### config.mk
export PLATFORM = sky130hd
export DESIGN_NAME = pwg_top
export DESIGN_NICKNAME = d
export VERILOG_FILES = /design/src/core/pwg_pkg.sv /design/src/core/pwg_tick_if.sv /design/src/core/pwg_prescaler.sv /design/src/core/pwg_top.sv
export SDC_FILE = /design/constraint.sdc
export NUM_CORES = 1
export LEC_CHECK = 0
export BUFFER_PORTS_ARGS = -buffer_cell sky130_fd_sc_hd__clkbuf_2
export CAP_MARGIN = 15
export CORE_MARGIN = 5
export CORE_UTILIZATION = 48
export CTS_CLUSTER_SIZE = 24
export DETAILED_ROUTE_END_ITERATION = 6
export PLACE_DENSITY = 0.78
export SYNTH_ARGS = -nofsm -noshare
export SYNTH_HDL_FRONTEND = slang
export SYNTH_SLANG_ARGS = --single-unit
export TNS_END_PERCENT = 10
### constraint.sdc
create_clock -name clk -period 7.1 [get_ports clk]
set_clock_uncertainty 0.1 [all_clocks]
set_input_delay 0.71 -clock clk [delete_from_list [all_inputs] [get_ports clk]]
set_output_delay 0.71 -clock clk [all_outputs]
set_load 0.01 [all_outputs]
### src/core/pwg_pkg.sv
// Package for the pulse generator: register map, fields, reset values
package pwg_pkg;

	// ----------------------------------------
	// Register offsets
	// ----------------------------------------
	localparam logic [7:0] PWG_ON_OFFSET    = 8'h00;
	localparam logic [7:0] PWG_OFF_OFFSET   = 8'h04;
	localparam logic [7:0] PWG_CFG_OFFSET   = 8'h08;

	// ----------------------------------------
	// Field positions and widths
	// ----------------------------------------
	localparam int PWG_CNT_W        = 16;
	localparam int PWG_DIV_W        = 4;
	localparam int PWG_DIV_LSB      = 3;
	localparam int PWG_DIV_MSB      = 6;
	localparam int PWG_INVERT_BIT   = 2;
	localparam int PWG_CLKSEL_BIT   = 1;
	localparam int PWG_ENABLE_BIT   = 0;
	localparam int PWG_CFG_W        = 7;

	// ----------------------------------------
	// Reset values and byte-written masks
	// ----------------------------------------
	localparam logic [15:0] PWG_ON_RESET  = 16'h0000;
	localparam logic [15:0] PWG_OFF_RESET = 16'hFFFF;
	localparam logic [6:0]  PWG_CFG_RESET = 7'h00;
	localparam logic [3:0]  PWG_BYTES_ALL = 4'hF;
	localparam logic [3:0]  PWG_BYTES_ON  = 4'h3;
	localparam logic [3:0]  PWG_BYTES_OFF = 4'hC;

	// Counter phases
	typedef enum logic [1:0] {
		PWG_ST_OFF,
		PWG_ST_ON_PHASE,
		PWG_ST_OFF_PHASE
	} pwg_state_t;

endpackage

### src/core/pwg_tick_if.sv
// Interface carrying tick and control between prescaler and main logic
`timescale 1ns/1ps
interface pwg_tick_if;
	logic       run;
	logic       clk_sel;
	logic [3:0] div;
	logic       tick;

	modport ctrl (output run, output clk_sel, output div, input tick);
	modport gen  (input run, input clk_sel, input div, output tick);
endinterface

### src/core/pwg_prescaler.sv
// Source selection, synchronisation and pre-divider producing counter ticks
`timescale 1ns/1ps
module pwg_prescaler
	import pwg_pkg::*;
(
	input  wire logic clk,
	input  wire logic reset,
	input  wire logic fast_src_clk,
	input  wire logic slow_src_clk,
	pwg_tick_if.gen   tif
);

	// ----------------------------------------
	// Three-stage synchronisers, one per source
	// ----------------------------------------
	logic [1:0] s1_q;
	logic [1:0] s2_q;
	logic [1:0] s3_q;
	logic [1:0] src_in;
	logic [1:0] stable_q;

	assign src_in = {slow_src_clk, fast_src_clk};

	genvar g;
	generate
		for (g = 0; g < 2; g++) begin : g_sync
			always_ff @(posedge clk or posedge reset) begin
				if (reset) begin
					s1_q[g]     <= 1'b0;
					s2_q[g]     <= 1'b0;
					s3_q[g]     <= 1'b0;
					stable_q[g] <= 1'b0;
				end else begin
					s1_q[g] <= src_in[g];
					s2_q[g] <= s1_q[g];
					s3_q[g] <= s2_q[g];
					if (s2_q[g] == s3_q[g])
						stable_q[g] <= s3_q[g];
				end
			end
		end
	endgenerate

	// ----------------------------------------
	// Rising edge of the selected source
	// ----------------------------------------
	logic prev_q;
	logic cur;
	logic src_edge;
	logic [3:0] div_cnt_q;

	assign cur = tif.clk_sel ? stable_q[1] : stable_q[0];

	always_ff @(posedge clk or posedge reset) begin
		if (reset)
			prev_q <= 1'b0;
		else
			prev_q <= cur;
	end

	assign src_edge = cur & ~prev_q;

	// Divider held in reset while stopped to save switching
	always_ff @(posedge clk or posedge reset) begin
		if (reset) begin
			div_cnt_q <= 4'h0;
			tif.tick  <= 1'b0;
		end else if (!tif.run) begin
			div_cnt_q <= 4'h0;
			tif.tick  <= 1'b0;
		end else if (src_edge) begin
			if (div_cnt_q >= tif.div) begin
				div_cnt_q <= 4'h0;
				tif.tick  <= 1'b1;
			end else begin
				div_cnt_q <= div_cnt_q + 4'h1;
				tif.tick  <= 1'b0;
			end
		end else begin
			tif.tick <= 1'b0;
		end
	end

endmodule

### src/core/pwg_top.sv
// Pulse width generator: registers, down counter, phase machine, output
//
// Behaviour
// - Off-time n keeps the output off for n+1 counter ticks.
// - Off-time zero holds the output permanently on.
// - Phases timed by a 16-bit down counter, one step per tick.
// - Pre-divider field bits 6:3 divides the source by value plus one.
// - Pre-divider zero passes the selected source undivided.
// - Invert bit 2 set makes the on level low, clear makes it high.
// - Bit 1 selects slow source when 1, fast source when 0.
// - Clearing enable resets counters and returns the machine to off.
// - While disabled the output sits at its polarity-dependent idle level.
// - On and off time registers stay accessible whatever the enable bit.
// - Disabled block stops all counting logic to save power.
// - Off-time bits 31:16 and configuration bits 31:7 read as zero.
// - On-time n keeps the output on for n+1 counter ticks.
// - On-time zero with nonzero off-time holds the output off.
// - Writes fill holding registers; all four bytes load at off end, or at once while idle or full on.
// - Sleep request clears counters and forces state and output off.
//
// The address-and-strobe port was left to the implementer.
`timescale 1ns/1ps
module pwg_top
	import pwg_pkg::*;
(
	input  wire logic        clk,
	input  wire logic        reset,
	input  wire logic        fast_src_clk,
	input  wire logic        slow_src_clk,
	input  wire logic        sleep_req,
	input  wire logic [7:0]  addr,
	input  wire logic [31:0] wdata,
	input  wire logic        wr_en,
	input  wire logic        rd_en,
	output logic [31:0]      rdata,
	output logic             pulse_out
);

	// ----------------------------------------
	// Registers
	// ----------------------------------------
	logic [15:0] on_phase_count_q;
	logic [15:0] off_phase_count_q;
	logic [15:0] on_hold_q;
	logic [15:0] off_hold_q;
	logic [3:0]  hold_bytes_q;
	logic [6:0]  cfg_q;
	logic        sleep_q;

	logic        wr_on;
	logic        wr_off;
	logic        wr_cfg;
	logic        hold_full;
	logic        transfer;
	logic        enable;
	logic        invert;

	// ----------------------------------------
	// Write decode
	// ----------------------------------------
	assign wr_on     = wr_en && (addr == PWG_ON_OFFSET);
	assign wr_off    = wr_en && (addr == PWG_OFF_OFFSET);
	assign wr_cfg    = wr_en && (addr == PWG_CFG_OFFSET);
	assign enable    = cfg_q[PWG_ENABLE_BIT];
	assign invert    = cfg_q[PWG_INVERT_BIT];

	// ----------------------------------------
	// Sleep request
	// ----------------------------------------
	// From logic on the same clock, so one register and no synchroniser
	always_ff @(posedge clk or posedge reset) begin
		if (reset)
			sleep_q <= 1'b0;
		else
			sleep_q <= sleep_req;
	end

	// ----------------------------------------
	// Configuration register
	// ----------------------------------------
	always_ff @(posedge clk or posedge reset) begin
		if (reset)
			cfg_q <= PWG_CFG_RESET;
		else if (wr_cfg)
			cfg_q <= wdata[PWG_CFG_W-1:0];
	end

	// ----------------------------------------
	// Holding registers and byte tracking
	// ----------------------------------------
	// Each 16-bit register is two bytes; a full word write fills both
	always_ff @(posedge clk or posedge reset) begin
		if (reset)
			on_hold_q <= PWG_ON_RESET;
		else if (wr_on)
			on_hold_q <= wdata[PWG_CNT_W-1:0];
	end

	always_ff @(posedge clk or posedge reset) begin
		if (reset)
			off_hold_q <= PWG_OFF_RESET;
		else if (wr_off)
			off_hold_q <= wdata[PWG_CNT_W-1:0];
	end

	// ----------------------------------------
	// Byte-written flags
	// ----------------------------------------
	// Bytes 0 and 1 are the on time, 2 and 3 the off time; a write in
	// the transfer cycle survives, so set wins over clear
	logic [3:0] byte_wr;

	assign byte_wr = (wr_on ? PWG_BYTES_ON : 4'h0)
		| (wr_off ? PWG_BYTES_OFF : 4'h0);

	genvar b;
	generate
		for (b = 0; b < $bits(hold_bytes_q); b++) begin : g_byte
			always_ff @(posedge clk or posedge reset) begin
				if (reset)
					hold_bytes_q[b] <= 1'b0;
				else if (byte_wr[b])
					hold_bytes_q[b] <= 1'b1;
				else if (transfer)
					hold_bytes_q[b] <= 1'b0;
			end
		end
	endgenerate

	assign hold_full = (hold_bytes_q == PWG_BYTES_ALL);

	// ----------------------------------------
	// Phase machine and down counter
	// ----------------------------------------
	pwg_state_t  state_q;
	logic [15:0] cnt_q;
	logic        full_on;
	logic        full_off;
	logic        tick;
	logic        off_end;
	logic        stop;
	logic        cnt_zero;
	logic [15:0] on_load;

	// ----------------------------------------
	// Tick link to the prescaler
	// ----------------------------------------
	// The divider stops with the block, so no tick survives a disable
	pwg_tick_if tif ();

	assign tif.run     = enable && !sleep_q;
	assign tif.clk_sel = cfg_q[PWG_CLKSEL_BIT];
	assign tif.div     = cfg_q[PWG_DIV_MSB:PWG_DIV_LSB];
	assign tick        = tif.tick;

	pwg_prescaler u_prescaler (
		.clk          (clk),
		.reset        (reset),
		.fast_src_clk (fast_src_clk),
		.slow_src_clk (slow_src_clk),
		.tif          (tif)
	);

	assign full_on  = (off_phase_count_q == 16'h0000);
	assign full_off = (on_phase_count_q == 16'h0000) && !full_on;
	assign stop     = !enable || sleep_q;
	assign cnt_zero = (cnt_q == 16'h0000);
	assign off_end  = (state_q == PWG_ST_OFF_PHASE) && tick && cnt_zero;

	// Holding load at the end of the off count, at once when full on, and
	// at once while the machine idles, since no off count is then running
	assign transfer = hold_full
		&& (off_end || full_on || (state_q == PWG_ST_OFF));

	// A transfer in the cycle of an on load hands over the new value
	assign on_load  = transfer ? on_hold_q : on_phase_count_q;

	// ----------------------------------------
	// Active registers
	// ----------------------------------------
	// Software reads these; the counter loads its phase lengths from them
	always_ff @(posedge clk or posedge reset) begin
		if (reset) begin
			on_phase_count_q  <= PWG_ON_RESET;
			off_phase_count_q <= PWG_OFF_RESET;
		end else if (transfer) begin
			on_phase_count_q  <= on_hold_q;
			off_phase_count_q <= off_hold_q;
		end
	end

	// ----------------------------------------
	// Phase sequence
	// ----------------------------------------
	// Leaves idle one cycle after enable; the first on phase is only as
	// exact as the arrival of the first tick
	always_ff @(posedge clk or posedge reset) begin
		if (reset) begin
			state_q <= PWG_ST_OFF;
		end else if (stop) begin
			state_q <= PWG_ST_OFF;
		end else begin
			case (state_q)
				PWG_ST_OFF: begin
					state_q <= PWG_ST_ON_PHASE;
				end
				PWG_ST_ON_PHASE: begin
					if (tick && cnt_zero)
						state_q <= PWG_ST_OFF_PHASE;
				end
				PWG_ST_OFF_PHASE: begin
					if (tick && cnt_zero)
						state_q <= PWG_ST_ON_PHASE;
				end
				default: begin
					state_q <= PWG_ST_OFF;
				end
			endcase
		end
	end

	// ----------------------------------------
	// Down counter
	// ----------------------------------------
	// Sits at zero while stopped; loads a phase length at each change
	always_ff @(posedge clk or posedge reset) begin
		if (reset) begin
			cnt_q <= 16'h0000;
		end else if (stop) begin
			cnt_q <= 16'h0000;
		end else begin
			case (state_q)
				PWG_ST_OFF: begin
					cnt_q <= on_load;
				end
				PWG_ST_ON_PHASE: begin
					if (tick && cnt_zero)
						cnt_q <= off_phase_count_q;
					else if (tick)
						cnt_q <= cnt_q - 16'h0001;
				end
				PWG_ST_OFF_PHASE: begin
					if (tick && cnt_zero)
						cnt_q <= on_load;
					else if (tick)
						cnt_q <= cnt_q - 16'h0001;
				end
				default: begin
					cnt_q <= 16'h0000;
				end
			endcase
		end
	end

	// ----------------------------------------
	// Output pin
	// ----------------------------------------
	logic on_level;

	// Disable and sleep win, then full on, then full off, then the phase;
	// the invert bit is applied last so the idle level follows it
	always_comb begin
		if (stop)
			on_level = 1'b0;
		else if (full_on)
			on_level = 1'b1;
		else if (full_off)
			on_level = 1'b0;
		else
			on_level = (state_q == PWG_ST_ON_PHASE);
	end

	always_ff @(posedge clk or posedge reset) begin
		if (reset)
			pulse_out <= 1'b0;
		else
			pulse_out <= on_level ^ invert;
	end

	// ----------------------------------------
	// Read port
	// ----------------------------------------
	// Reads return the active registers, never the holding ones
	logic [31:0] read_word;

	always_comb begin
		read_word = 32'h0000_0000;
		case (addr)
			PWG_ON_OFFSET:  read_word = {16'h0, on_phase_count_q};
			PWG_OFF_OFFSET: read_word = {16'h0, off_phase_count_q};
			PWG_CFG_OFFSET: read_word = {25'h0, cfg_q};
			default:        read_word = 32'h0000_0000;
		endcase
	end

	// Data stand only in the cycle after the read strobe
	always_ff @(posedge clk or posedge reset) begin
		if (reset)
			rdata <= 32'h0000_0000;
		else if (rd_en)
			rdata <= read_word;
		else
			rdata <= 32'h0000_0000;
	end

endmodule

==> results.md, run 1 <==
- Cell area power density: 256.1 nW/µm²
- Register area share after synthesis: 0.5359
- Site Rows: 40
- Buffers & Inverters on Critical Path: 1
- Final nets: 594
- Min-delay worst type: primary input to asynchronous set/reset pin
- Most frequent cells in the layout: 91 x dfrtp_1, 48 x mux2_2, 47 x clkbuf_2
- Post-synth EDFFs: 0
- Final Hold Fails: 0
- Pleak: 3.146 nW
- Vias: 4103
- Clk slew on worst S/H paths: 50 ps
- Register area: 3118 µm²
- Crit path cell chain: or4_4, nor4_4, and3_1, o311a_1, buf_4, mux2_2, a32o_1
- Post-synthesis cell area: 5818 µm²
- Fin util: 0.5591
- CP Capture Type: register
- Unique masters post-synth: 62
- Largest net degree at the start of global routing: 79
- Post-route cell area: 6688 µm²
- Initial antenna violation count: 0
- CTS tree: yes
- Max-cap violations: 0
- Tightest Pin Transition: 930.9 ps
- Pre-antenna DRT Iters: 7
- Max Slew Vio Count: 0
- Layout cell share with drive strength beyond 1: 0.3255
- Pre-CTS setup slack: 3977 ps
- GRT Total Usage: 0.1968
- Clk Latency, worst-skew pair: 410 ps
- Worst EP required: 7290 ps
- First-pass GRT wire length: 22080 µm
- H-tree depth: 4
- Hold_buf cts: 0
- Outcome: complete, no violations
- Post-route setup TNS: 0 ps
- Post-Place Cell Area: 6070 µm²
- Peak supply drop: 0.2260 mV
- Synth Register Bits: 123
- Commonest non-fill, non-tap cell in the layout: dfrtp_1
- Fin crit period: 3173 ps
- HPWL Detailed: 9539 µm
- Multi-input gate area: 2436 µm²
- Area added between synthesis and finish: 14.95%
- Crit path DAT: 3360 ps
- Final Worst Setup Slack: 3927 ps
- Fmax: 315.1 MHz
- Root cell of the clock tree: clkbuf_16
- Die Span X: 120.1 µm
- Final wirelength: 13700 µm
- Crit path kind: register to register
- Postcts setup bufs: 0
- Initial Util: 0.4864
- TritonCTS Buffers: 17
- Routed Antenna Nets: 0
- Worst-path fanout max: 34
- Ys Warns: 0
- I/O Buffers: 47
- Post-synth ARST share: 1.000
- Type of origin of the critical path: register
- Final setup violation count: 0
- Crit-path max cell delay: 570 ps
- Slowest CP cell: or4_4
- Ys flop type: dfrtp_1
- Gp weighted congestion: 0.9500
- I/O pins: 80
- Initial DRC count: 410
- Synthesized instance count: 492
- Die area: 14420 µm²
- Core outline area: 11960 µm²
- Avg Cell Area, Syn: 11.83 µm²
- Die Y: 120.1 µm
- Clk sinks: 123
- Drt drc: 0
- Vias/cell: 5.861
- N_diodes: 0
- Grt ovf: 0
- Drt wl/cell: 19.57 µm
- Slew headroom: 0.3794
- Top delay family on crit path: simple AND/OR/NAND/NOR gates
- Longest Clk Path Bufs: 2
- Unrepaired setup endpoints after global routing: false
- Count of cells resized by post-cts repair: 0
- Filler cell count: 928
- Vias in the first global route: 4209
- Fin crit share: 0.4469
-- cell usage after synthesis, drive strengths merged, types with 5 or more instances --
cell | instances | area, µm²
a22oi | 9 | 67.56
nand2 | 30 | 112.6
ha | 7 | 87.58
mux2i | 18 | 180.2
a21oi | 20 | 100.1
buf | 22 | 196.4
xor2 | 6 | 52.55
and3 | 7 | 43.79
dfstp | 32 | 840.8
o21ai | 16 | 80.07
mux2 | 66 | 780.8
nor4 | 11 | 83.83
a31oi | 5 | 31.28
nor2 | 43 | 161.4
nand3 | 9 | 45.04
clkbuf | 14 | 52.55
dfrtp | 91 | 2277
inv | 19 | 71.32
xnor2 | 6 | 52.55
-- cell families (layout without fill, tap and decap cells) --
kind of cell               after synthesis  in the layout  share of synthesized area
AOI/OAI and AO/OA                       84             84                    0.09828
xor gates and xnor gates                12             12                    0.01806
adders and majority gates                9              9                    0.01849
buffers and inverters                   55            101                    0.05505
DFF                                    123            123                     0.5359
muxes                                   84             84                     0.1652
other                                    1             16                  0.0006445
and+or+nand+nor                        124            124                     0.1084
-- power by group --
| part | leakage (nW) | internal (mW) | total, mW | switching, mW |
|---|---|---|---|---|
| registers | 1.57 | 0.725 | 0.740 | 0.0153 |
| clock network | 0.296 | 0.594 | 0.900 | 0.306 |
| logic | 1.28 | 0.0274 | 0.0727 | 0.0453 |
-- registers in the layout, summed over array words and instances (netlist names) --
| register | cells |
|---|---|
| sleep_q | 1 |
| rdata | 16 |
| u_prescaler.prev_q | 1 |
| state_q | 2 |
| on_phase_count_q | 16 |
| u_prescaler.tif.tick | 1 |
| u_prescaler.div_cnt_q | 4 |
| cfg_q | 7 |
| cnt_q | 16 |
| u_prescaler.s3_q | 2 |
| u_prescaler.s2_q | 2 |
| u_prescaler.s1_q | 2 |
| off_phase_count_q | 16 |
| off_hold_q | 16 |
| u_prescaler.stable_q | 2 |
| hold_bytes_q | 2 |
| on_hold_q | 16 |
| pulse_out | 1 |
-- layout make-up --
cell class              count  area share
clock buffers              20     0.06679
clock inverters            12     0.02563
inverters                  19     0.01104
multi-input cells         329      0.3643
flip-flops and latches    123      0.4662
well taps                 147     0.02750
repair buffers             50     0.03854
-- metal layers --
layer  GRT usage  part of all wire  wire length (µm)
met5           0                 0                 0
met4     0.08304             0.027               375
met3     0.03959             0.059               812
met2      0.3295              0.50              6821
met1      0.2485              0.42              5693
-- worst paths after layout --
check / endpoint / depth (start not counted) / slack (ps) / startpoint
max in group asynchronous: cnt_q[11] / 3 / 5320 / reset
worst min-delay path: u_prescaler.s2_q[0] / 2 / 240 / reset
worst max-delay path: cnt_q[10] / 7 / 3930 / cnt_q[10]
worst min register to register: u_prescaler.s2_q[0] / 0 / 250 / u_prescaler.s1_q[0]
worst max register to register: cnt_q[10] / 7 / 3930 / cnt_q[10]
min in group clk: u_prescaler.s2_q[0] / 0 / 250 / u_prescaler.s1_q[0]
-- per-stage QoR --
step | cells | hold slack, ps | power, mW
after floorplan | 507 | 231.2 | 0.8017
after global placement | 668 | 233.0 | 0.8187
after detailed placement | 668 | 237.9 | 0.8228
after CTS | 700 | 250.1 | 1.719
after global routing | 700 | 254.2 | 1.762
final | 700 | 244.1 | 1.713
-- worst reg2reg max path: cells and delay by family (launching register included) --
kind,cells,cell delay (ps)
mux,1,440
simple gates,3,1240
compound gates,2,410
buf+inv,1,430
flops,1,430
(Power assumes the default switching activity.)
==> run 2: changes to the inputs <==
Clock period 7.1 ns to 3.1 ns, I/O delays scaled along.
==> run 2 against run 1 <==
  * Total power is 120% higher
  * Design area up 2.3%
  * Die area unchanged
  * Worst setup slack lost 3600 ps
  * Largest cell class unchanged
  * Highest routed layer unchanged
==> results.md, run 2 (same netlist as run 1, synthesis figures left out) <==
- Core outline area: 11960 µm²
- Final nets: 611
- Worst EP required: 3300 ps
- Initial Util: 0.4864
- Post-route setup TNS: 0 ps
- First-pass GRT wire length: 22650 µm
- Final wirelength: 13950 µm
- Crit path DAT: 2980 ps
- Final Worst Setup Slack: 312.9 ps
- N_diodes: 0
- Vias/cell: 5.883
- Buffers & Inverters on Critical Path: 1
- Max-cap violations: 0
- R2r worst-path depth: 7
- Slew headroom: 0.4495
- Vias in the first global route: 4335
- Die Y: 120.1 µm
- Pre-CTS setup slack: 345.6 ps
- Unrepaired setup endpoints after global routing: false
- R2R Path End: cnt_q[10]
- Hold path depth: 2
- TritonCTS Buffers: 17
- Commonest non-fill, non-tap cell in the layout: dfrtp_1
- HPWL Detailed: 9847 µm
- Crit path cell chain: or4_4, nor4_4, buf_4, and2_1, a21oi_1, a22o_1, a32o_1
- Clk Latency, worst-skew pair: 420 ps
- Clk slew on worst S/H paths: 60 ps
- Die area: 14420 µm²
- Top delay family on crit path: simple AND/OR/NAND/NOR gates
- Type of origin of the critical path: register
- I/O pins: 80
- Min-delay worst type: primary input to register
- Drt drc: 0
- Count of cells resized by post-cts repair: 0
- Slowest CP cell: or4_4
- CP Depth: 7
- Longest Clk Path Bufs: 2
- Crit path kind: register to register
- Cell area power density: 561.1 nW/µm²
- Fin crit period: 2787 ps
- Gp weighted congestion: 0.9192
- H-tree depth: 4
- Most frequent cells in the layout: 91 x dfrtp_1, 48 x mux2_2, 47 x clkbuf_2
- Routed Antenna Nets: 0
- Hold Path Sink: off_hold_q[14]
- Fin crit share: 0.8991
- Drt wl/cell: 19.45 µm
- Grt ovf: 0
- GRT Total Usage: 0.2002
- Final Power: 3.839 mW
- Fmax: 358.8 MHz
- Layout cell share with drive strength beyond 1: 0.3421
- Pre-antenna DRT Iters: 5
- Clk sinks: 123
- HP Start: wdata[14]
- Final Hold Fails: 0
- Initial antenna violation count: 0
- Final setup violation count: 0
- Non-filler cells, final: 717
- Area added between synthesis and finish: 17.59%
- Launch point of the worst reg-to-reg path: cnt_q[10]
- Initial DRC count: 432
- Vias: 4218
- Outcome: complete, no violations
- Tightest Pin Transition: 817.1 ps
- Root cell of the clock tree: clkbuf_16
- Pleak: 3.218 nW
- Crit-path max cell delay: 580 ps
- CP Capture Type: register
- Site Rows: 40
- Max Slew Vio Count: 0
- Worst-path fanout max: 11
- CTS tree: yes
- Slack of the worst reg-to-reg path: 310 ps
- Largest net degree at the start of global routing: 51
- Placed cell count: 680
- Fin util: 0.5720
- I/O Buffers: 47
- Peak supply drop: 0.4089 mV
- Die Span X: 120.1 µm
[run 2: cell count changes in the layout (fill, tap and decap cells not counted), sizes merged]
cell	delta
clkinvlp	+3
clkinv	-1
clkbuf	-1
bufinv	-2
buf	+13
inv	+1
dlygate4sd3	+4
[run 2: where the power goes]
group / switching (mW) / internal (mW) / total (mW)
clock: 0.733 / 1.23 / 1.96
combinational: 0.106 / 0.0750 / 0.181
sequential: 0.0362 / 1.66 / 1.70
total: 0.876 / 2.96 / 3.84
[run 2: layout make-up]
type / instances / area (µm²)
multi-input combinational: 329 / 2436
inverter: 19 / 75.07
fill: 916 / 5120
timing repair buffer: 67 / 432.9
tap: 147 / 183.9
clock buffer: 19 / 452.9
clock inverter: 13 / 142.6
sequential: 123 / 3118
[run 2: per-stage QoR]
stage	instance area (µm²)	hold WS, ps
global route	6842	47.86
finish	6842	44.90
CTS	6812	35.39
detailed placement	6186	245.1
floorplan	5878	231.2
global placement	6186	234.8
[run 2: worst max-delay path by stage]
| stage | to | startpoint | slack [ps] |
|---|---|---|---|
| after floorplan | cnt_q[10] | cnt_q[10] | 530 |
| after global placement | cnt_q[10] | cnt_q[10] | 380 |
| after detailed placement | cnt_q[10] | cnt_q[10] | 350 |
| after CTS | cnt_q[10] | cnt_q[10] | 330 |
| after global routing | cnt_q[13] | cnt_q[10] | 230 |
| final | cnt_q[10] | cnt_q[10] | 310 |
[run 2: repair_timing]
action | 4_1_cts | 5_1_grt
setup buffers | 0 | 0
hold buffers | 3 | 1
endpoints found under the hold margin | 3 | 84
[run 2: metal layers]
| metal | GRT usage | wire (µm) |
|---|---|---|
| met3 | 0.04430 | 952 |
| met5 | 0 | 0 |
| met1 | 0.2564 | 5823 |
| met2 | 0.3260 | 6749 |
| met4 | 0.08876 | 422 |
